### src/hdl/tx_pkt_chk_pkg.sv
// Purpose: constants and types for the tx checker and gap timer
// Assumes: 250 MHz core clock
// Notes:   register index times four gives the byte address
package tx_pkt_chk_pkg;
    localparam int ADDR_W = 18;
    localparam int IDX_W  = 16;
    localparam logic [15:0] IDX_US_HI  = 16'h40B1;
    localparam logic [15:0] IDX_US_LO  = 16'h40B2;
    localparam logic [15:0] IDX_BAD    = 16'h40B3;
    localparam logic [15:0] IDX_OS_BAD = 16'h40B4;
    localparam logic [15:0] IDX_FRAG   = 16'h40B5;
    localparam logic [15:0] IDX_NOSFD  = 16'h40B6;
    localparam logic [15:0] IDX_CFG    = 16'h40B7;
    localparam logic [15:0] IDX_PRE    = 16'h40B8;
    localparam logic [15:0] IDX_LPI    = 16'h40B9;
    localparam logic [15:0] IDX_POST   = 16'h40BA;
    localparam logic [15:0] IDX_STATUS = 16'h40BB;
    localparam logic [15:0] IDX_MASK   = 16'h40BC;
    localparam logic [1:0]  RESP_OKAY   = 2'h0;
    localparam logic [1:0]  RESP_SLVERR = 2'h2;
    localparam int CFG_LPI_EN = 0;
    localparam int CFG_SRC    = 1;
    localparam int TIME_W     = 11;
    localparam int EV_US      = 0;
    localparam int EV_BAD     = 1;
    localparam int EV_OS      = 2;
    localparam int EV_FRAG    = 3;
    localparam int EV_NOSFD   = 4;
    localparam int EV_LPI     = 5;
    localparam int EV_W       = 6;
    localparam logic [7:0]  PRE_BYTE = 8'h55;
    localparam logic [7:0]  SFD_BYTE = 8'hD5;
    localparam logic [11:0] LEN_MIN  = 12'h040;
    localparam logic [11:0] LEN_MAX  = 12'h5EE;
    localparam logic [31:0] CRC_POLY = 32'hEDB88320;
    localparam logic [31:0] CRC_INIT = 32'hFFFFFFFF;
    localparam logic [31:0] CRC_RES  = 32'hDEBB20E3;
    localparam int CLK_PS    = 4000;
    localparam int US_PS     = 1000000;
    localparam int US_CYCLES = US_PS / CLK_PS;
    typedef struct packed {
        logic       en;
        logic [7:0] dat;
    } txbyte_s;
    typedef enum logic [3:0] {
        GAP_RUN  = 4'b0001,
        GAP_PRE  = 4'b0010,
        GAP_LPI  = 4'b0100,
        GAP_POST = 4'b1000
    } gap_e;
endpackage

### src/hdl/tx_packet_checker_lpi_gen.sv
// Purpose: tx frame statistics and generator LPI gap timing
// Assumes: byte stream, en high from preamble to last FCS byte
// Notes:   AXI4-Lite slave, 16-bit registers in low lanes
//
// Our own choice: register access over AXI4-Lite.
`timescale 1ns/1ps
`default_nettype none
// Contract
// - Count good-CRC frames under 64 bytes in a 32-bit counter.
// - Expose it as high and low halves; reading a half clears it.
// - Count bad-CRC frames of 64 to 1518 bytes, 16-bit, read-clear.
// - Count bad-CRC frames over 1518 bytes, 16-bit, read-clear.
// - Count MAC frames under 64 bytes regardless of CRC, read-clear.
// - Count MAC frames lacking the start delimiter, read-clear.
// - Config bit 1 picks generator data, else MAC data; resets 0.
// - Config bit 0 enables LPI in generator gaps; resets 0.
// - Wait 11-bit microseconds after a packet before LPI.
// - Send LPI for an 11-bit number of microseconds.
// - Hold idle 11-bit microseconds after LPI before next packet.
module tx_packet_checker_lpi_gen
    import tx_pkt_chk_pkg::*;
(
    // Clock and reset
    input  wire logic              clk,
    input  wire logic              rst,
    // AXI4-Lite slave
    input  wire logic [ADDR_W-1:0] s_axi_awaddr,
    input  wire logic              s_axi_awvalid,
    output logic                   s_axi_awready,
    input  wire logic [31:0]       s_axi_wdata,
    input  wire logic [3:0]        s_axi_wstrb,
    input  wire logic              s_axi_wvalid,
    output logic                   s_axi_wready,
    output logic [1:0]             s_axi_bresp,
    output logic                   s_axi_bvalid,
    input  wire logic              s_axi_bready,
    input  wire logic [ADDR_W-1:0] s_axi_araddr,
    input  wire logic              s_axi_arvalid,
    output logic                   s_axi_arready,
    output logic [31:0]            s_axi_rdata,
    output logic [1:0]             s_axi_rresp,
    output logic                   s_axi_rvalid,
    input  wire logic              s_axi_rready,
    // Transmit byte streams
    input  wire txbyte_s           macTx,
    input  wire txbyte_s           genTx,
    // Generator gap control and interrupt
    output logic                   lpiSend,
    output logic                   genHold,
    output logic                   irq
);

    logic              awReady_r, wReady_r, bValid_r, arReady_r, rValid_r;
    logic              awHeld_r, wHeld_r;
    logic [IDX_W-1:0]  awIdx_r;
    logic [31:0]       wData_r;
    logic [3:0]        wStrb_r;
    logic [1:0]        bResp_r, rResp_r;
    logic [31:0]       rData_r;
    logic [1:0]        cfg_r;
    logic [15:0]       pre_r, lpi_r, post_r;
    logic [EV_W-1:0]   mask_r, sts_r, ev_r, evNxt, stsNxt;
    logic              irq_r;
    logic [31:0]       us_r, usBase, us_nxt;
    logic [15:0]       cnt_r [4];
    logic              prevEn_r, sfd_r, lost_r;
    logic              sfd_nxt, lost_nxt;
    logic [11:0]       len_r, len_nxt;
    logic [31:0]       crc_r, crc_nxt;
    gap_e              gap_r, gap_nxt;
    logic [TIME_W-1:0] left_r, left_nxt;
    logic [7:0]        div_r;
    logic              genPrev_r, lpi_o_r, hold_r;

    // Bus handshakes
    wire awHs = s_axi_awvalid & awReady_r;
    wire wHs  = s_axi_wvalid & wReady_r;
    wire doWr = awHeld_r & wHeld_r & ~bValid_r;
    wire arHs = s_axi_arvalid & arReady_r;
    wire [IDX_W-1:0] rIdx = s_axi_araddr[ADDR_W-1:2];

    // Read decode
    wire rUsHi = rIdx == IDX_US_HI;
    wire rUsLo = rIdx == IDX_US_LO;
    wire rBad  = rIdx == IDX_BAD;
    wire rOs   = rIdx == IDX_OS_BAD;
    wire rFrag = rIdx == IDX_FRAG;
    wire rNsfd = rIdx == IDX_NOSFD;
    wire rCfg  = rIdx == IDX_CFG;
    wire rPre  = rIdx == IDX_PRE;
    wire rLpi  = rIdx == IDX_LPI;
    wire rPost = rIdx == IDX_POST;
    wire rSts  = rIdx == IDX_STATUS;
    wire rMask = rIdx == IDX_MASK;
    wire rHit  = rUsHi | rUsLo | rBad | rOs | rFrag | rNsfd | rCfg
               | rPre | rLpi | rPost | rSts | rMask;
    wire [15:0] rVal =
          ({16{rUsHi}} & us_r[31:16]) | ({16{rUsLo}} & us_r[15:0])
        | ({16{rBad}}  & cnt_r[0])    | ({16{rOs}}   & cnt_r[1])
        | ({16{rFrag}} & cnt_r[2])    | ({16{rNsfd}} & cnt_r[3])
        | ({16{rCfg}}  & {14'h0000, cfg_r})
        | ({16{rPre}}  & pre_r) | ({16{rLpi}} & lpi_r)
        | ({16{rPost}} & post_r)
        | ({16{rSts}}  & {10'h000, sts_r})
        | ({16{rMask}} & {10'h000, mask_r});
    wire [3:0] clr16 = {rNsfd, rFrag, rOs, rBad} & {4{arHs}};

    // Write decode
    wire wCfg  = doWr & (awIdx_r == IDX_CFG);
    wire wPre  = doWr & (awIdx_r == IDX_PRE);
    wire wLpi  = doWr & (awIdx_r == IDX_LPI);
    wire wPost = doWr & (awIdx_r == IDX_POST);
    wire wMask = doWr & (awIdx_r == IDX_MASK);
    wire wRo   = (awIdx_r >= IDX_US_HI) & (awIdx_r <= IDX_NOSFD)
               | (awIdx_r == IDX_STATUS);
    wire wHit  = wCfg | wPre | wLpi | wPost | wMask | (doWr & wRo);

    function automatic logic [15:0] merge(input logic [15:0] o);
        merge[7:0]  = wStrb_r[0] ? wData_r[7:0]  : o[7:0];
        merge[15:8] = wStrb_r[1] ? wData_r[15:8] : o[15:8];
    endfunction

    always_ff @(posedge clk or posedge rst) begin
        if (rst) begin
            awReady_r <= 1'b1;
            wReady_r  <= 1'b1;
            awHeld_r  <= 1'b0;
            wHeld_r   <= 1'b0;
            awIdx_r   <= 16'h0000;
            wData_r   <= 32'h00000000;
            wStrb_r   <= 4'h0;
            bValid_r  <= 1'b0;
            bResp_r   <= RESP_OKAY;
        end else begin
            if (awHs) begin
                awHeld_r  <= 1'b1;
                awReady_r <= 1'b0;
                awIdx_r   <= s_axi_awaddr[ADDR_W-1:2];
            end
            if (wHs) begin
                wHeld_r  <= 1'b1;
                wReady_r <= 1'b0;
                wData_r  <= s_axi_wdata;
                wStrb_r  <= s_axi_wstrb;
            end
            if (doWr) begin
                awHeld_r  <= 1'b0;
                wHeld_r   <= 1'b0;
                awReady_r <= 1'b1;
                wReady_r  <= 1'b1;
                bValid_r  <= 1'b1;
                bResp_r   <= wHit ? RESP_OKAY : RESP_SLVERR;
            end else if (bValid_r & s_axi_bready) begin
                bValid_r <= 1'b0;
            end
        end
    end

    always_ff @(posedge clk or posedge rst) begin
        if (rst) begin
            arReady_r <= 1'b1;
            rValid_r  <= 1'b0;
            rData_r   <= 32'h00000000;
            rResp_r   <= RESP_OKAY;
        end else if (arHs) begin
            arReady_r <= 1'b0;
            rValid_r  <= 1'b1;
            rData_r   <= {16'h0000, rVal};
            rResp_r   <= rHit ? RESP_OKAY : RESP_SLVERR;
        end else if (rValid_r & s_axi_rready) begin
            rValid_r  <= 1'b0;
            arReady_r <= 1'b1;
        end
    end

    // Configuration registers
    always_ff @(posedge clk or posedge rst) begin
        if (rst) begin
            cfg_r  <= 2'h0;
            pre_r  <= 16'h0000;
            lpi_r  <= 16'h0000;
            post_r <= 16'h0000;
            mask_r <= 6'h00;
        end else begin
            if (wCfg)  cfg_r  <= 2'(merge({14'h0000, cfg_r}));
            if (wPre)  pre_r  <= merge(pre_r);
            if (wLpi)  lpi_r  <= merge(lpi_r);
            if (wPost) post_r <= merge(post_r);
            if (wMask) mask_r <= EV_W'(merge({10'h000, mask_r}));
        end
    end

    // Checker input select
    wire     useGen = cfg_r[CFG_SRC];
    txbyte_s chkIn;
    assign chkIn = useGen ? genTx : macTx;
    wire startF  = chkIn.en & ~prevEn_r;
    wire endF    = prevEn_r & ~chkIn.en;
    wire frameOk = sfd_r & ~lost_r;
    wire crcOk   = crc_r == CRC_RES;
    wire isShort = len_r < LEN_MIN;
    wire isLong  = len_r > LEN_MAX;

    function automatic logic [31:0] crcByte(input logic [31:0] c,
                                            input logic [7:0]  d);
        logic [31:0] x;
        x = c;
        for (int i = 0; i < 8; i++) begin
            x = (x >> 1) ^ (CRC_POLY & {32{x[0] ^ d[i]}});
        end
        crcByte = x;
    endfunction

    // Preamble, delimiter, length and CRC tracking
    always_comb begin
        sfd_nxt  = startF ? 1'b0 : sfd_r;
        lost_nxt = startF ? 1'b0 : lost_r;
        len_nxt  = startF ? 12'h000 : len_r;
        crc_nxt  = startF ? CRC_INIT : crc_r;
        if (chkIn.en & ~lost_nxt) begin
            if (~sfd_nxt) begin
                if (chkIn.dat == SFD_BYTE) sfd_nxt = 1'b1;
                else if (chkIn.dat != PRE_BYTE) lost_nxt = 1'b1;
            end else begin
                if (len_nxt != 12'hFFF) len_nxt = len_nxt + 12'h001;
                crc_nxt = crcByte(crc_nxt, chkIn.dat);
            end
        end
    end

    // Frame-end classification and LPI gap exit event
    always_comb begin
        evNxt           = '0;
        evNxt[EV_US]    = endF & frameOk & crcOk & isShort;
        evNxt[EV_BAD]   = endF & frameOk & ~crcOk & ~isShort
                        & ~isLong;
        evNxt[EV_OS]    = endF & frameOk & ~crcOk & isLong;
        evNxt[EV_FRAG]  = endF & ~useGen & frameOk & isShort;
        evNxt[EV_NOSFD] = endF & ~useGen & ~frameOk;
        evNxt[EV_LPI]   = (gap_r == GAP_POST) & (gap_nxt == GAP_RUN);
    end

    always_ff @(posedge clk or posedge rst) begin
        if (rst) begin
            prevEn_r <= 1'b0;
            sfd_r    <= 1'b0;
            lost_r   <= 1'b0;
            len_r    <= 12'h000;
            crc_r    <= CRC_INIT;
            ev_r     <= 6'h00;
        end else begin
            prevEn_r <= chkIn.en;
            sfd_r    <= sfd_nxt;
            lost_r   <= lost_nxt;
            len_r    <= len_nxt;
            crc_r    <= crc_nxt;
            ev_r     <= evNxt;
        end
    end

    // Undersize counter: a read clears the half it returns
    always_comb begin
        usBase = us_r;
        if (arHs & rUsHi) usBase[31:16] = 16'h0000;
        if (arHs & rUsLo) usBase[15:0]  = 16'h0000;
        us_nxt = usBase;
        // Clear applies first so a same-cycle event is kept
        if (ev_r[EV_US] & (usBase != 32'hFFFFFFFF))
            us_nxt = usBase + 32'h00000001;
    end

    always_ff @(posedge clk or posedge rst) begin
        if (rst) us_r <= 32'h00000000;
        else     us_r <= us_nxt;
    end

    // Four 16-bit read-clear counters
    for (genvar k = 0; k < 4; k++) begin : g_cnt
        wire [15:0] base = clr16[k] ? 16'h0000 : cnt_r[k];
        wire        inc  = ev_r[EV_BAD+k] & (base != 16'hFFFF);
        always_ff @(posedge clk or posedge rst) begin
            if (rst) cnt_r[k] <= 16'h0000;
            else     cnt_r[k] <= inc ? base + 16'h0001 : base;
        end

    end

    // Status, mask and interrupt
    wire clrSts = arHs & rSts;
    assign stsNxt = (clrSts ? 6'h00 : sts_r) | ev_r;
    always_ff @(posedge clk or posedge rst) begin
        if (rst) begin
            sts_r <= 6'h00;
            irq_r <= 1'b0;
        end else begin
            sts_r <= stsNxt;
            irq_r <= |(stsNxt & mask_r);
        end
    end

    // Generator gap timer, microsecond granularity
    wire genEnd = genPrev_r & ~genTx.en;
    wire tick   = div_r == 8'(US_CYCLES - 1);
    wire gapEn  = cfg_r[CFG_LPI_EN];
    always_comb begin
        gap_nxt  = gap_r;
        left_nxt = left_r;
        unique case (gap_r)
            GAP_RUN: begin
                if (genEnd & gapEn) begin
                    gap_nxt  = GAP_PRE;
                    left_nxt = pre_r[TIME_W-1:0];
                end
            end
            GAP_PRE: begin
                if (left_r == '0) begin
                    gap_nxt  = GAP_LPI;
                    left_nxt = lpi_r[TIME_W-1:0];
                end else if (tick) left_nxt = left_r - 11'h001;
            end
            GAP_LPI: begin
                if (left_r == '0) begin
                    gap_nxt  = GAP_POST;
                    left_nxt = post_r[TIME_W-1:0];
                end else if (tick) left_nxt = left_r - 11'h001;
            end
            GAP_POST: begin
                if (left_r == '0) gap_nxt = GAP_RUN;
                else if (tick) left_nxt = left_r - 11'h001;
            end
            default: gap_nxt = GAP_RUN;
        endcase
    end

    always_ff @(posedge clk or posedge rst) begin
        if (rst) begin
            gap_r     <= GAP_RUN;
            left_r    <= 11'h000;
            div_r     <= 8'h00;
            genPrev_r <= 1'b0;
            lpi_o_r   <= 1'b0;
            hold_r    <= 1'b0;
        end else begin
            gap_r     <= gap_nxt;
            left_r    <= left_nxt;
            // Restart the divider per phase so each lasts whole us
            div_r     <= (gap_nxt != gap_r) | tick ? 8'h00
                                                   : div_r + 8'h01;
            genPrev_r <= genTx.en;
            lpi_o_r   <= gap_nxt == GAP_LPI;
            hold_r    <= gap_nxt != GAP_RUN;
        end
    end

    assign s_axi_awready = awReady_r;
    assign s_axi_wready  = wReady_r;
    assign s_axi_bvalid  = bValid_r;
    assign s_axi_bresp   = bResp_r;
    assign s_axi_arready = arReady_r;
    assign s_axi_rvalid  = rValid_r;
    assign s_axi_rdata   = rData_r;
    assign s_axi_rresp   = rResp_r;
    assign lpiSend       = lpi_o_r;
    assign genHold       = hold_r;
    assign irq           = irq_r;
endmodule
`default_nettype wire

### config.mk
export PLATFORM = sky130hd
export DESIGN_NAME = tx_packet_checker_lpi_gen
export DESIGN_NICKNAME = d
export VERILOG_FILES = /design/src/hdl/tx_pkt_chk_pkg.sv /design/src/hdl/tx_packet_checker_lpi_gen.sv
export SDC_FILE = /design/constraint.sdc
export NUM_CORES = 1
export LEC_CHECK = 0
export BUFFER_PORTS_ARGS = -buffer_cell sky130_fd_sc_hd__buf_4
export CORE_ASPECT_RATIO = 0.9
export CORE_MARGIN = 1
export CORE_UTILIZATION = 56
export CTS_CLUSTER_DIAMETER = 60
export DETAILED_ROUTE_END_ITERATION = 6
export PLACE_DENSITY_LB_ADDON = 0.2
export SETUP_SLACK_MARGIN = 0.2
export SLEW_MARGIN = 20
export SYNTH_ARGS = -nofsm -noshare
export SYNTH_HDL_FRONTEND = slang
export SYNTH_SLANG_ARGS = --single-unit
### constraint.sdc
create_clock -name clk -period 11.8 [get_ports clk]
set_input_delay 1.18 -clock clk [delete_from_list [all_inputs] [get_ports clk]]
set_output_delay 1.18 -clock clk [all_outputs]
set_load 0.05 [all_outputs]
== Word-level counts from Yosys, hierarchy flattened ==
Cells that the tools add are included.

* Input bits: 97
* Flip-flop bits (word level): 299
* Output and inout bits: 44

* Multiplexer cells: 57
* Bitwise gates (word level): 111
* Order comparisons: 4
* Reduce and logical (&&, ||, !) cells: 16
* Eq/ne operators: 38
* Add/sub/neg operators: 8

{| class="wikitable"
|+ Operators with widths
! cell !! count
|-
| 16-bit by 15-bit equality test with 1-bit output (second input constant) || 18
|-
| 31-bit by 32-bit bitwise XOR with 32-bit output || 8
|-
| 16-bit OR || 11
|-
| 16-bit two-way mux || 10
|-
| 16-bit bitwise AND || 9
|-
| 32-bit two-way mux || 4
|-
| 16-bit by 1-bit adder with 16-bit output (second input constant) || 4
|-
| 16-bit inequality test (second input constant) || 4
|-
| 11-bit two-way mux || 5
|-
| 12-bit two-way mux || 4
|-
| 11-bit one-hot mux with 4 select lines || 1
|-
| 1-bit bitwise AND || 40
|-
| 32-bit by 1-bit adder with 32-bit output (second input constant) || 1
|-
| 16-bit by 6-bit bitwise AND with 16-bit output || 2
|-
| 32-bit equality test (second input constant) || 1
|-
| 32-bit inequality test (second input constant) || 1
|-
| 1-bit two-way mux || 23
|-
| 1-bit OR || 18
|-
| 16-bit by 2-bit bitwise AND with 16-bit output || 1
|-
| 8-bit equality test (second input constant) || 2
|-
| 16-bit by 15-bit greater-or-equal comparator with 1-bit output (second input constant) || 1
|-
| 16-bit by 15-bit less-or-equal comparator with 1-bit output (second input constant) || 1
|-
| 4-bit two-way mux || 4
|-
| 4-bit one-hot mux with 4 select lines || 1
|-
| other kinds (29) || 60
|}

== Logic depth before layout (Yosys ltp) ==
Gate-level depths: netlist (run 1).

* Depth in word-level cells: 21
* Mapped depth: 14
* Gate-level depth less buffers: 12

== Least setup slack after synthesis (run 1) ==
Ideal clock, no wire load.

* Kind: input-to-reg
* Start: input port s_axi_araddr[11]
* End: register cnt_r[29] (netlist name)
* Data arrival time: 3.779 ns
* Data required time: 11.722 ns
* Setup time: 0.078 ns
* Slack: 7.943 ns
* Buffers on the path: 1
* Stages: 10
* Cell sequence: nor4bb_1 > nand3_1 > clkbuf_1 > nor2_1 > nor2b_1 > ha_1 > and3_1 > or4_1 > or3_1 > a21oi_1

* Longest elaborated chain between the ends: 6
* Elaborated cells between the ends (all ways): 7
* Those cells by class: add/sub (1); eq/ne (2); mux (2); bitwise (2)

{| class="wikitable"
|+ Ends and longest elaborated chain
! element !! line !! RTL
|-
| from (decl) || tx_packet_checker_lpi_gen.sv:37 || <nowiki>input wire logic [ADDR_W-1:0] s_axi_araddr,</nowiki>
|-
| 16-bit by 15-bit equality test with 1-bit output * || tx_packet_checker_lpi_gen.sv:87 || <nowiki>wire rFrag = rIdx == IDX_FRAG;</nowiki>
|-
| 4-bit bitwise AND * || tx_packet_checker_lpi_gen.sv:106 || <nowiki>wire [3:0] clr16 = {rNsfd, rFrag, rOs, rBad} & {4{arHs}};</nowiki>
|-
| 16-bit two-way mux * || tx_packet_checker_lpi_gen.sv:279 || <nowiki>wire [15:0] base = clr16[k] ? 16'h0000 : cnt_r[k];</nowiki>
|-
| branches (longest 2 deep; another with 16-bit by 1-bit adder with 16-bit output) || -- ||
|-
| 16-bit two-way mux * || tx_packet_checker_lpi_gen.sv:283 || <nowiki>else cnt_r[k] <= inc ? base + 16'h0001 : base;</nowiki>
|-
| to (signal, indexed assignment) || tx_packet_checker_lpi_gen.sv:283 ||
|-
| to (decl) || tx_packet_checker_lpi_gen.sv:65 || <nowiki>logic [15:0] cnt_r [4];</nowiki>
|}

Mark *: on every way between the ends.
A chain may end at the register's enable or synchronous reset.

== Worst setup path after layout (run 1) ==
* Start: input port s_axi_araddr[2]
* End: register cnt_r[31] (netlist name)

Same word-level chain as after synthesis.

==> impl_metrics.csv, run 1 <==
group,metric,value,unit
status,run_status,"finished clean",
global_route,grt_pass1_wl,65100,um
clock_tree,postCtsHoldBufs,0,
floorplan,dieArea,29300,um^2
yosys,async_flop_share,100,%
timing,setup_viol,0,
floorplan,die_y,162,um
yosys,yosysTopAreaCellShare,40.8,%
timing,finalClockSkew,0.00944,ns
clock_tree,root_buffer,"clkbuf_16",
yosys,ys.flop_type,"dfrtp_1",
final_layout,n_fill_cell,2210,
clock_tree,cts_tree,"built",
drt,drc,0,
clock_tree,post_cts_buffers,0,
yosys,synth.area.top_cells,"dfrtp_1, mux2_2, dfstp_2",
placement,place.gp.congestion,0.898,
global_route,grt_start_max_net_pins,89,
power_and_ir_drop,p_leak,7.61,nW
clock_tree,clk-insertion-delay-late,0.58,ns
drt,dr.pass1.iters,7,
placement,hpwl,28600,um
critical_path,critical_path.n_buffers_inverters,1,
final_layout,final_design_area_no_fill,18100,um^2
global_route,grt_usage,27.8,%
timing,maxSlewViolCount,0,
floorplan,fp.dieW,180,um
drt,vias,12501,
critical_path,cp_slowest_cell,"nor2_1",
clock_tree,cts_made_buffers,31,
final_layout,nets,1756,
timing,relSlewSlack,15.8,%
drt,postRouteAntennaNets,0,
timing,post-route-period-util,36.8,%
critical_path,crit_type,"input pin to flip-flop",
placement,place_area,17000,um^2
yosys,synth_seq_cells,297,
critical_path,cp_data_required_time,12.23,ns
timing,max_freq,230,MHz
power_and_ir_drop,ir_worst_vdd,0.144,mV
timing,final-hold-violation-count,0,
yosys,synth-edff-count,0,
placement,port_buffers,100,
critical_path,cp_cell_sequence,"buf_4 -> nor2b_1 -> nand3_1 -> nor2_1 -> nor2b_1 -> ha_1 -> and3_1 -> or4_1 -> nor3_1 -> xnor2_1 -> nor2_1",
clock_tree,cts.clk_slew.worst_paths,0.07,ns
floorplan,start_util,57.1,%
yosys,syn_area,16000,um^2
yosys,synthCells,1567,
timing,worstMarginPinSlew,1.25,ns
clock_tree,clock_sinks,297,
global_route,first_global_vias,12033,
final_layout,diodes,0,
floorplan,ios,141,
yosys,yosysWarnings,0,
yosys,yosysMostFrequentCell,"dfrtp_1",
critical_path,critPathLaunch,"s_axi_araddr[2]",
drt,viasPerCell,6.15,
clock_tree,cts_buffer_depth,3,
critical_path,r2r-start,"cfg_r[1]$_DFFE_PP0P_",
critical_path,crit_fanout,32,
drt,drt-total-wl,40200,um
yosys,synthDistinctLibCells,82,
global_route,grt-ovfl-total,0,
critical_path,end_kind,"flip-flop",
clock_tree,h-tree-depth,1,
timing,layout_min_cycle_time,4.34,ns
power_and_ir_drop,totalPowerFinal,2.77,mW
final_layout,area_growth,13.1,%
clock_tree,cts_resized,0,
critical_path,cp-start-kind,"input pin",
job,cap_viol_max_count,0,
timing,rsz0062_at_grt,"no",
critical_path,max_stage_delay,0.77,ns
final_layout,drive_above_1_share,20.9,%
power_and_ir_drop,p_per_area,153,nW/um^2
yosys,yosys-top-cells-count,"dfrtp_1, nor2_1, mux2_2, nand2_1, a21oi_1",
worst_hold_path,min_path_type,"flip-flop to flip-flop",
timing,fin_tns_setup,0,ns
yosys,syn-mean-instance-area,10.2,um^2
drt,route.detailed.wl_per_inst,19.8,um
drt,drtIter0Drc,1219,
critical_path,cp.arrival,4.77,ns
worst_hold_path,hp-start,"s_axi_rdata[8]$_DFFE_PP0P_",
critical_path,crit_family,"simple AND/OR/NAND/NOR gates",
yosys,yosysTopAreaCell,"dfrtp_1",
floorplan,coreArea,28000,um^2
yosys,ys_seq_area_share,46.7,%
floorplan,placementRows,58,
global_route,antenna_found_initial,0,
## layout make-up
class | count | area [um^2] | area share (%)
inverter | 26 | 105 | 0.581
tap | 360 | 450 | 2.49
multi-input combinational | 1178 | 8110 | 44.8
clock inverter | 19 | 221 | 1.22
sequential | 297 | 7480 | 41.3
timing repair buffer | 115 | 863 | 4.77
clock buffer | 39 | 876 | 4.84
## sequential cells by signal (all words and copies together), names as in the netlist, 2 cells and up
signal and cells:
cnt_r 64, crc_r 32, us_r 32, awIdx_r 16, lpi_r 16, post_r 16, pre_r 16, s_axi_rdata 16
wData_r 16, len_r 12, left_r 11, div_r 8, ev_r 6, mask_r 6, sts_r 6, gap_r 4
cfg_r 2, wStrb_r 2
## layout by cell type, fill, tap and decap left out, drive strengths merged, types with 10 or more instances in the layout
cell,n
a21oi,76
a221oi,16
a222oi,12
a22o,12
a22oi,22
a31oi,10
and2,15
and3,13
and4,13
buf,115
clkbuf,39
clkinv,10
conb,18
dfrtp,261
dfstp,36
ha,10
inv,28
mux2,101
mux2i,27
nand2,99
nand2b,13
nand3,45
nand4,42
nor2,199
nor2b,11
nor3,52
nor4,23
o21ai,62
o2bb2ai,13
or3,16
xnor2,79
xor2,58
## worst paths after layout
check / cells past startpoint / end / slack (ns)
max in group asynchronous: 3 / us_r[11]$_DFF_PP0_ / 9.73
min in group asynchronous: 2 / prevEn_r$_DFF_PP0_ / 0.71
worst max-delay path: 11 / cnt_r[31]$_DFF_PP0_ / 7.46
worst max register to register: 12 / len_r[7]$_DFF_PP0_ / 7.99
worst min register to register: 1 / s_axi_rdata[8]$_DFFE_PP0P_ / 0.49
worst min-delay path: 1 / s_axi_rdata[8]$_DFFE_PP0P_ / 0.49
## metal layers
layer	vias up	global-route usage [%]	wire length, um
li1	5817	-	-
met1	6184	40.7	18300
met2	441	42.9	18100
met3	59	4.32	2630
met4	0	8.28	1180
met5	-	0	0
## kinds of logic (layout without fill, tap and decap cells)
group	count (synthesis)	count (layout)	share of synthesized area, %
DFF	297	297	46.7
muxes	129	129	9.01
adders and majority gates	10	10	0.782
xor gates and xnor gates	146	146	9.68
AOI/OAI and AO/OA	286	286	12.0
other	1	18	0.0234
buffers and inverters	109	199	3.13
and+or+nand+nor	589	589	18.6
## stage by stage
step           hold slack, ns  instances  utilization (%)  setup WS (ns)
6_report                0.488       2034             64.6           7.46
2_1_floorplan           0.424       1584                -           2.48
5_1_grt                 0.512       2034             64.6           7.13
3_3_place_gp            0.477       1976             60.7           7.00
3_5_place_dp            0.480       1976             60.7           6.94
4_1_cts                 0.494       2034             64.6           7.55
## power by group
group          internal (mW)  switching, mW
Clock                  0.615          0.425
Sequential              1.13          0.104
Combinational          0.203          0.291
Total                   1.95          0.820
No activity file was read; power rests on OpenSTA's default activity.
==> run 2, diff against run 1 <==
--- a/config.mk
+++ b/config.mk
@@ -8,7 +8,7 @@
 export BUFFER_PORTS_ARGS = -buffer_cell sky130_fd_sc_hd__buf_4
 export CORE_ASPECT_RATIO = 0.9
 export CORE_MARGIN = 1
-export CORE_UTILIZATION = 56
+export CORE_UTILIZATION = 55
 export CTS_CLUSTER_DIAMETER = 60
 export DETAILED_ROUTE_END_ITERATION = 6
 export PLACE_DENSITY_LB_ADDON = 0.2
==> constraint.sdc (replaced) <==
create_clock -name clk -period 3.95 [get_ports clk]
set_input_delay 0.395 -clock clk [delete_from_list [all_inputs] [get_ports clk]]
set_output_delay 0.395 -clock clk [all_outputs]
set_load 0.05 [all_outputs]
==> impl_metrics.csv, run 2 (synthesis results as in run 1) <==
group,metric,value,unit
status,run_status,"finished, violations left",
status,violations,"design-rule violations",
clock_tree,cts.clk_slew.worst_paths,0.06,ns
floorplan,die_y,164,um
placement,port_buffers,100,
floorplan,start_util,56.6,%
power_and_ir_drop,p_leak,7.73,nW
global_route,grt_start_max_net_pins,124,
timing,relSlewSlack,29.6,%
timing,post-route-period-util,83.5,%
floorplan,ios,141,
worst_hold_path,min_path_type,"input pin to flip-flop",
floorplan,dieArea,29800,um^2
final_layout,final_common_cell,"dfrtp_1",
job,cap_viol_max_count,0,
final_layout,reg_top3,"cnt_r: 64 flops, crc_r: 32 flops, us_r: 32 flops",
clock_tree,clk-insertion-delay-late,0.52,ns
global_route,grt-ovfl-total,0,
timing,rsz0062_at_grt,"no",
critical_path,end_kind,"flip-flop",
clock_tree,h-tree-depth,2,
global_route,grt_usage,28.1,%
critical_path,cp-start-kind,"flip-flop",
timing,layout_min_cycle_time,3.30,ns
clock_tree,cts_tree,"built",
global_route,first_global_vias,12077,
critical_path,rr_worst_depth,9,
clock_tree,cts_resized,0,
critical_path,crit_fanout,14,
final_layout,largest_register,"cnt_r",
final_layout,most-common-layout-cells,"dfrtp_1, nor2_1, buf_4",
critical_path,cp_data_required_time,4.37,ns
critical_path,rr_endpoint,"cnt_r[27]$_DFF_PP0_",
timing,fin_ws,0.653,ns
clock_tree,cts_made_buffers,34,
drt,drc,1,
critical_path,r2r_slack,0.65,ns
drt,drtIter0Drc,1251,
placement,post-place-ws,0.391,ns
floorplan,placementRows,58,
placement,place.gp.congestion,0.955,
worst_hold_path,hp-start,"s_axi_awvalid",
clock_tree,post_cts_buffers,0,
critical_path,cp.arrival,3.72,ns
drt,dr.pass1.iters,7,
final_layout,largest_register_ffs,64,
timing,max_freq,303,MHz
timing,fin_tns_setup,0,ns
clock_tree,postCtsHoldBufs,0,
global_route,grt.met2_usage,42.4,%
drt,viasPerCell,6.21,
final_layout,instances_no_fill,2049,
global_route,antenna_found_initial,0,
clock_tree,clock_sinks,297,
critical_path,crit_type,"flip-flop to flip-flop",
placement,dp_cells,1991,
global_route,grtUsageMet3,4.75,%
clock_tree,root_buffer,"clkbuf_16",
global_route,use_met1,41.7,%
final_layout,drive_above_1_share,21.3,%
drt,postRouteAntennaNets,0,
global_route,top_usage_layer,"met2",
drt,vias,12728,
clock_tree,cts_buffer_depth,3,
power_and_ir_drop,p_per_area,466,nW/um^2
drt,route.detailed.wl_per_inst,20.2,um
timing,worstMarginPinSlew,1.05,ns
floorplan,fp.dieW,182,um
final_layout,nets,1774,
power_and_ir_drop,ir_worst_vdd,0.331,mV
placement,hpwl,29600,um
final_layout,n_fill_cell,2283,
timing,maxSlewViolCount,0,
final_layout,area_growth,14.4,%
worst_hold_path,min_to,"s_axi_awready$_DFFE_PP1P_",
critical_path,r2r-start,"s_axi_arready$_DFFE_PP1P_",
timing,whs,0.0343,ns
global_route,grt_pass1_wl,66200,um
timing,final-hold-violation-count,0,
worst_hold_path,worstHoldPathCells,2,
timing,finalClockSkew,0.0325,ns
timing,setup_viol,0,
final_layout,diodes,0,
drt,drt-total-wl,41400,um
floorplan,coreArea,28300,um^2
## run 2: changes by cell type in the layout (fill, tap and decap cells not counted), sizes merged
cell and delta:
clkinv -6, clkbuf +6, bufinv +1, buf +15, inv -1
## run 2: power by group
group          switching [mW]  total, mW  internal, mW
clock network            1.28       3.32          2.05
logic                   0.879       1.49         0.612
registers               0.321       3.71          3.39
total                    2.48       8.52          6.05
## run 2: worst max path at each step
stage | from | cells after the start | slack (ns) | to
global route | s_axi_arready$_DFFE_PP1P_ | 10 | 0.34 | cnt_r[47]$_DFF_PP0_
floorplan | rst | 1 | -0.36 | awHeld_r$_DFFE_PP0P_
CTS | s_axi_arready$_DFFE_PP1P_ | 10 | 0.68 | cnt_r[43]$_DFF_PP0_
global placement | s_axi_araddr[8] | 14 | 0.55 | cnt_r[51]$_DFF_PP0_
detailed placement | s_axi_araddr[8] | 14 | 0.39 | cnt_r[51]$_DFF_PP0_
finish | s_axi_arready$_DFFE_PP1P_ | 9 | 0.65 | cnt_r[27]$_DFF_PP0_
## run 2: through the flow
stage | cell area [um^2] | utilization (%) | total power [mW]
final | 18300 | 64.7 | 8.52
after global routing | 18300 | 64.7 | 8.85
after CTS | 18300 | 64.7 | 8.59
after detailed placement | 17100 | 60.5 | 5.24
after global placement | 17100 | 60.5 | 5.19
after floorplan | 16100 | - | 4.77
## run 2: layer usage
layer  vias to the layer above  share of wire (%)
met5                         -                  0
li1                       5866                  -
met3                        64                7.9
met1                      6295                 45
met2                       503                 45
met4                         0                2.4
## run 2: worst max-delay path, cell delays in order, from the launching register on
cell and delay [ns]:
dfstp_2 0.55, and2_1 0.54, nand3_1 0.27, nor2_1 0.25
nor2b_1 0.11, ha_1 0.23, and3_1 0.22, or4_1 0.57
or3_1 0.34, a21oi_1 0.14
## run 2: final cells by class
type | count | area, um^2 | area share, %
multi-input combinational | 1178 | 8110 | 44.3
clock inverter | 13 | 206 | 1.13
inverter | 26 | 101 | 0.554
timing repair buffer | 130 | 1000 | 5.47
clock buffer | 45 | 963 | 5.26
sequential | 297 | 7480 | 40.8
tap | 360 | 450 | 2.46
==> run 3, diff against run 2 <==
--- a/config.mk
+++ b/config.mk
@@ -5,10 +5,11 @@
 export SDC_FILE = /design/constraint.sdc
 export NUM_CORES = 1
 export LEC_CHECK = 0
+export ABC_AREA = 1
 export BUFFER_PORTS_ARGS = -buffer_cell sky130_fd_sc_hd__buf_4
 export CORE_ASPECT_RATIO = 0.9
 export CORE_MARGIN = 1
-export CORE_UTILIZATION = 55
+export CORE_UTILIZATION = 56
 export CTS_CLUSTER_DIAMETER = 60
 export DETAILED_ROUTE_END_ITERATION = 6
 export PLACE_DENSITY_LB_ADDON = 0.2
==> constraint.sdc (replaced) <==
create_clock -name clk -period 3.32 [get_ports clk]
set_input_delay 0.332 -clock clk [delete_from_list [all_inputs] [get_ports clk]]
set_output_delay 0.332 -clock clk [all_outputs]
set_load 0.05 [all_outputs]
==> impl_metrics.csv, run 3 <==
group,metric,value,unit
final_layout,final_common_cell,"nand2_1",
drt,drc,17,
timing,post-route-period-util,84.4,%
drt,vias,17499,
timing,relSlewSlack,50.0,%
critical_path,cp_cell_sequence,"inv_4 -> nand2_4 -> nand3_4 -> buf_4 -> nand2_1 -> xor2_2 -> nand3_1 -> nand2_1 -> nand2_1 -> nand2_1 -> nand2_1 -> nand3_1 -> nand2_1",
drt,route.detailed.wl_per_inst,16.1,um
global_route,antenna_found_initial,0,
yosys,yosys-top-cells-count,"nand2_1, inv_1, dfrtp_1, nor2_1, nand3_1",
power_and_ir_drop,p_per_area,493,nW/um^2
drt,drtIter0Drc,1910,
global_route,grt_pass1_wl,84500,um
clock_tree,cts_buffer_depth,3,
clock_tree,clock_sinks,297,
critical_path,r2r-start,"cfg_r[1]$_DFFE_PP0P_",
yosys,yosysTopAreaCellShare,35.4,%
critical_path,rr_worst_depth,13,
yosys,ys_seq_area_share,40.6,%
yosys,synth.area.top_cells,"dfrtp_1, nand2_1, inv_1",
power_and_ir_drop,power.net_switching,3.35,mW
floorplan,ios,141,
timing,setup_viol,0,
final_layout,drive_above_1_share,11.1,%
power_and_ir_drop,clock_power_share,36.6,%
critical_path,crit_fanout,36,
yosys,syn_area,18400,um^2
critical_path,rr_endpoint,"crc_r[19]$_DFF_PP1_",
status,violations,"design-rule violations",
job,cap_viol_max_count,0,
power_and_ir_drop,p_leak,10.3,nW
placement,dp_cells,3109,
global_route,first_global_vias,16346,
placement,hpwl,38400,um
critical_path,crit_end,"crc_r[19]$_DFF_PP1_",
yosys,ys.flop_type,"dfrtp_1",
final_layout,largest_register,"cnt_r",
yosys,synthDistinctLibCells,54,
timing,worstMarginPinSlew,0.746,ns
worst_hold_path,min_path_type,"input pin to flip-flop",
clock_tree,root_buffer,"clkbuf_16",
final_layout,n_fill_cell,2864,
final_layout,area_growth,13.1,%
critical_path,r2r_slack,0.52,ns
power_and_ir_drop,p_comb_share,20.9,%
clock_tree,h-tree-depth,2,
timing,finalClockSkew,0.0162,ns
placement,port_buffers,100,
floorplan,dieArea,33600,um^2
timing,maxSlewViolCount,0,
placement,place.gp.congestion,0.995,
yosys,async_flop_share,100,%
yosys,syn-mean-instance-area,7.00,um^2
global_route,grt_usage,31.2,%
yosys,synth-edff-count,0,
final_layout,reg_top3,"cnt_r: 64 flops, crc_r: 32 flops, us_r: 32 flops",
floorplan,placementRows,62,
power_and_ir_drop,ir_worst_vdd,0.448,mV
final_layout,most-common-layout-cells,"nand2_1, inv_1, dfrtp_1",
clock_tree,cts_tree,"built",
yosys,yosysWarnings,0,
placement,post-place-ws,0.463,ns
critical_path,critPathLaunch,"cfg_r[1]$_DFFE_PP0P_",
power_and_ir_drop,totalPowerFinal,10.3,mW
critical_path,critPathMostFrequentCell,"nand2_1",
timing,layout_min_cycle_time,2.80,ns
critical_path,cp_data_required_time,3.77,ns
critical_path,cp.arrival,3.26,ns
floorplan,fp.dieW,193,um
critical_path,crit_family,"simple AND/OR/NAND/NOR gates",
drt,drt-total-wl,51500,um
final_layout,diodes,0,
timing,fin_ws,0.518,ns
final_layout,final_design_area_no_fill,20800,um^2
yosys,synthCells,2634,
clock_tree,cts_made_buffers,34,
floorplan,coreArea,32100,um^2
drt,postRouteAntennaNets,0,
global_route,grt-ovfl-total,0,
yosys,yosysMostFrequentCell,"nand2_1",
clock_tree,cts.clk_slew.worst_paths,0.06,ns
power_and_ir_drop,internal_power,6.92,mW
placement,place_area,19500,um^2
floorplan,die_y,174,um
critical_path,cp_slowest_cell,"dfrtp_1",
final_layout,instances_no_fill,3196,
timing,final-hold-violation-count,0,
yosys,synth_seq_cells,297,
critical_path,end_kind,"flip-flop",
timing,max_freq,357,MHz
critical_path,cp-start-kind,"flip-flop",
clock_tree,clk-insertion-delay-late,0.54,ns
drt,viasPerCell,5.48,
timing,rsz0062_at_grt,"no",
yosys,yosysTopAreaCell,"dfrtp_1",
critical_path,critical_path.n_buffers_inverters,2,
power_and_ir_drop,pwr-share-seq,42.5,%
clock_tree,post_cts_buffers,0,
final_layout,largest_register_ffs,64,
critical_path,max_stage_delay,0.54,ns
power_and_ir_drop,p_sw_share,32.6,%
final_layout,nets,2863,
status,run_status,"finished, violations left",
floorplan,start_util,57.4,%
critical_path,crit_type,"flip-flop to flip-flop",
critical_path,path_depth,13,
global_route,grt_start_max_net_pins,111,
drt,dr.pass1.iters,7,
-- run 3: worst min-delay path by stage --
stage	from	cells past startpoint	slack, ns	to
4_1_cts	s_axi_wdata[14]	3	0.002	wData_r[14]$_DFFE_PP0P_
3_3_place_gp	rst	2	0.33	awHeld_r$_DFFE_PP0P_
6_report	s_axi_wdata[14]	3	0.02	wData_r[14]$_DFFE_PP0P_
5_1_grt	s_axi_wdata[0]	3	0.004	wData_r[0]$_DFFE_PP0P_
2_1_floorplan	genTx[8]	0	0.36	genPrev_r$_DFF_PP0_
3_5_place_dp	rst	2	0.33	awHeld_r$_DFFE_PP0P_
-- run 3: power groups by stage --
stage	Combinational, mW	Sequential [mW]	Clock, mW
floorplan	1.07	4.79	0
global placement	2.06	4.40	0
detailed placement	2.11	4.41	0
CTS	2.15	4.35	3.82
global route	2.37	4.41	3.96
finish	2.15	4.36	3.76
-- run 3: final cells by class --
| class | instances | area (um^2) | area share [%] |
|---|---|---|---|
| Clock inverter | 14 | 171 | 0.823 |
| Clock buffer | 46 | 926 | 4.44 |
| Timing Repair Buffer | 156 | 1280 | 6.12 |
| Multi-Input combinational cell | 1948 | 9260 | 44.4 |
| Sequential cell | 297 | 7480 | 35.9 |
| Inverter | 319 | 1210 | 5.80 |
| Tap cell | 416 | 520 | 2.50 |
-- run 3: tightest hold or removal path: cells and delay by family --
family / cells / cell delay (ns)
buf+inv: 1 / 0.08
simple gates: 1 / 0.04
compound gates: 1 / 0.06
-- run 3: kinds of logic after synthesis --
logic type	synth area share, %
AOI/OAI and AO/OA	9.46
DFF	40.6
other	0.0203
adders and majority gates	0.679
and+or+nand+nor	34.5
buffers and inverters	9.54
xor gates and xnor gates	5.25
-- run 3: repair_timing --
item | CTS | global route
hold buffers | 27 | 0
resized for setup | 0 | 0
endpoints found under the setup margin | 0 | 0
endpoints found under the hold margin | 34 | 0
-- run 3: metrics by stage --
stage | setup TNS [ns] | hold slack [ns] | util [%]
finish | 0 | 0.0171 | 64.9
global route | 0 | 0.00391 | 64.9
CTS | 0 | 0.00174 | 64.9
detailed placement | 0 | 0.334 | 60.6
global placement | 0 | 0.328 | 60.6
floorplan | -242.13 | 0.363 | -
-- run 3: metal layers --
metal / part of all wire, % / wire length, um / track usage [%] / vias up
met5: 0 / 0 / 0 / -
met4: 2.2 / 1160 / 9.03 / 0
met3: 7.5 / 3840 / 4.06 / 93
met2: 44 / 22600 / 47.9 / 630
met1: 46 / 23900 / 46.0 / 8208
li1: - / - / - / 8568
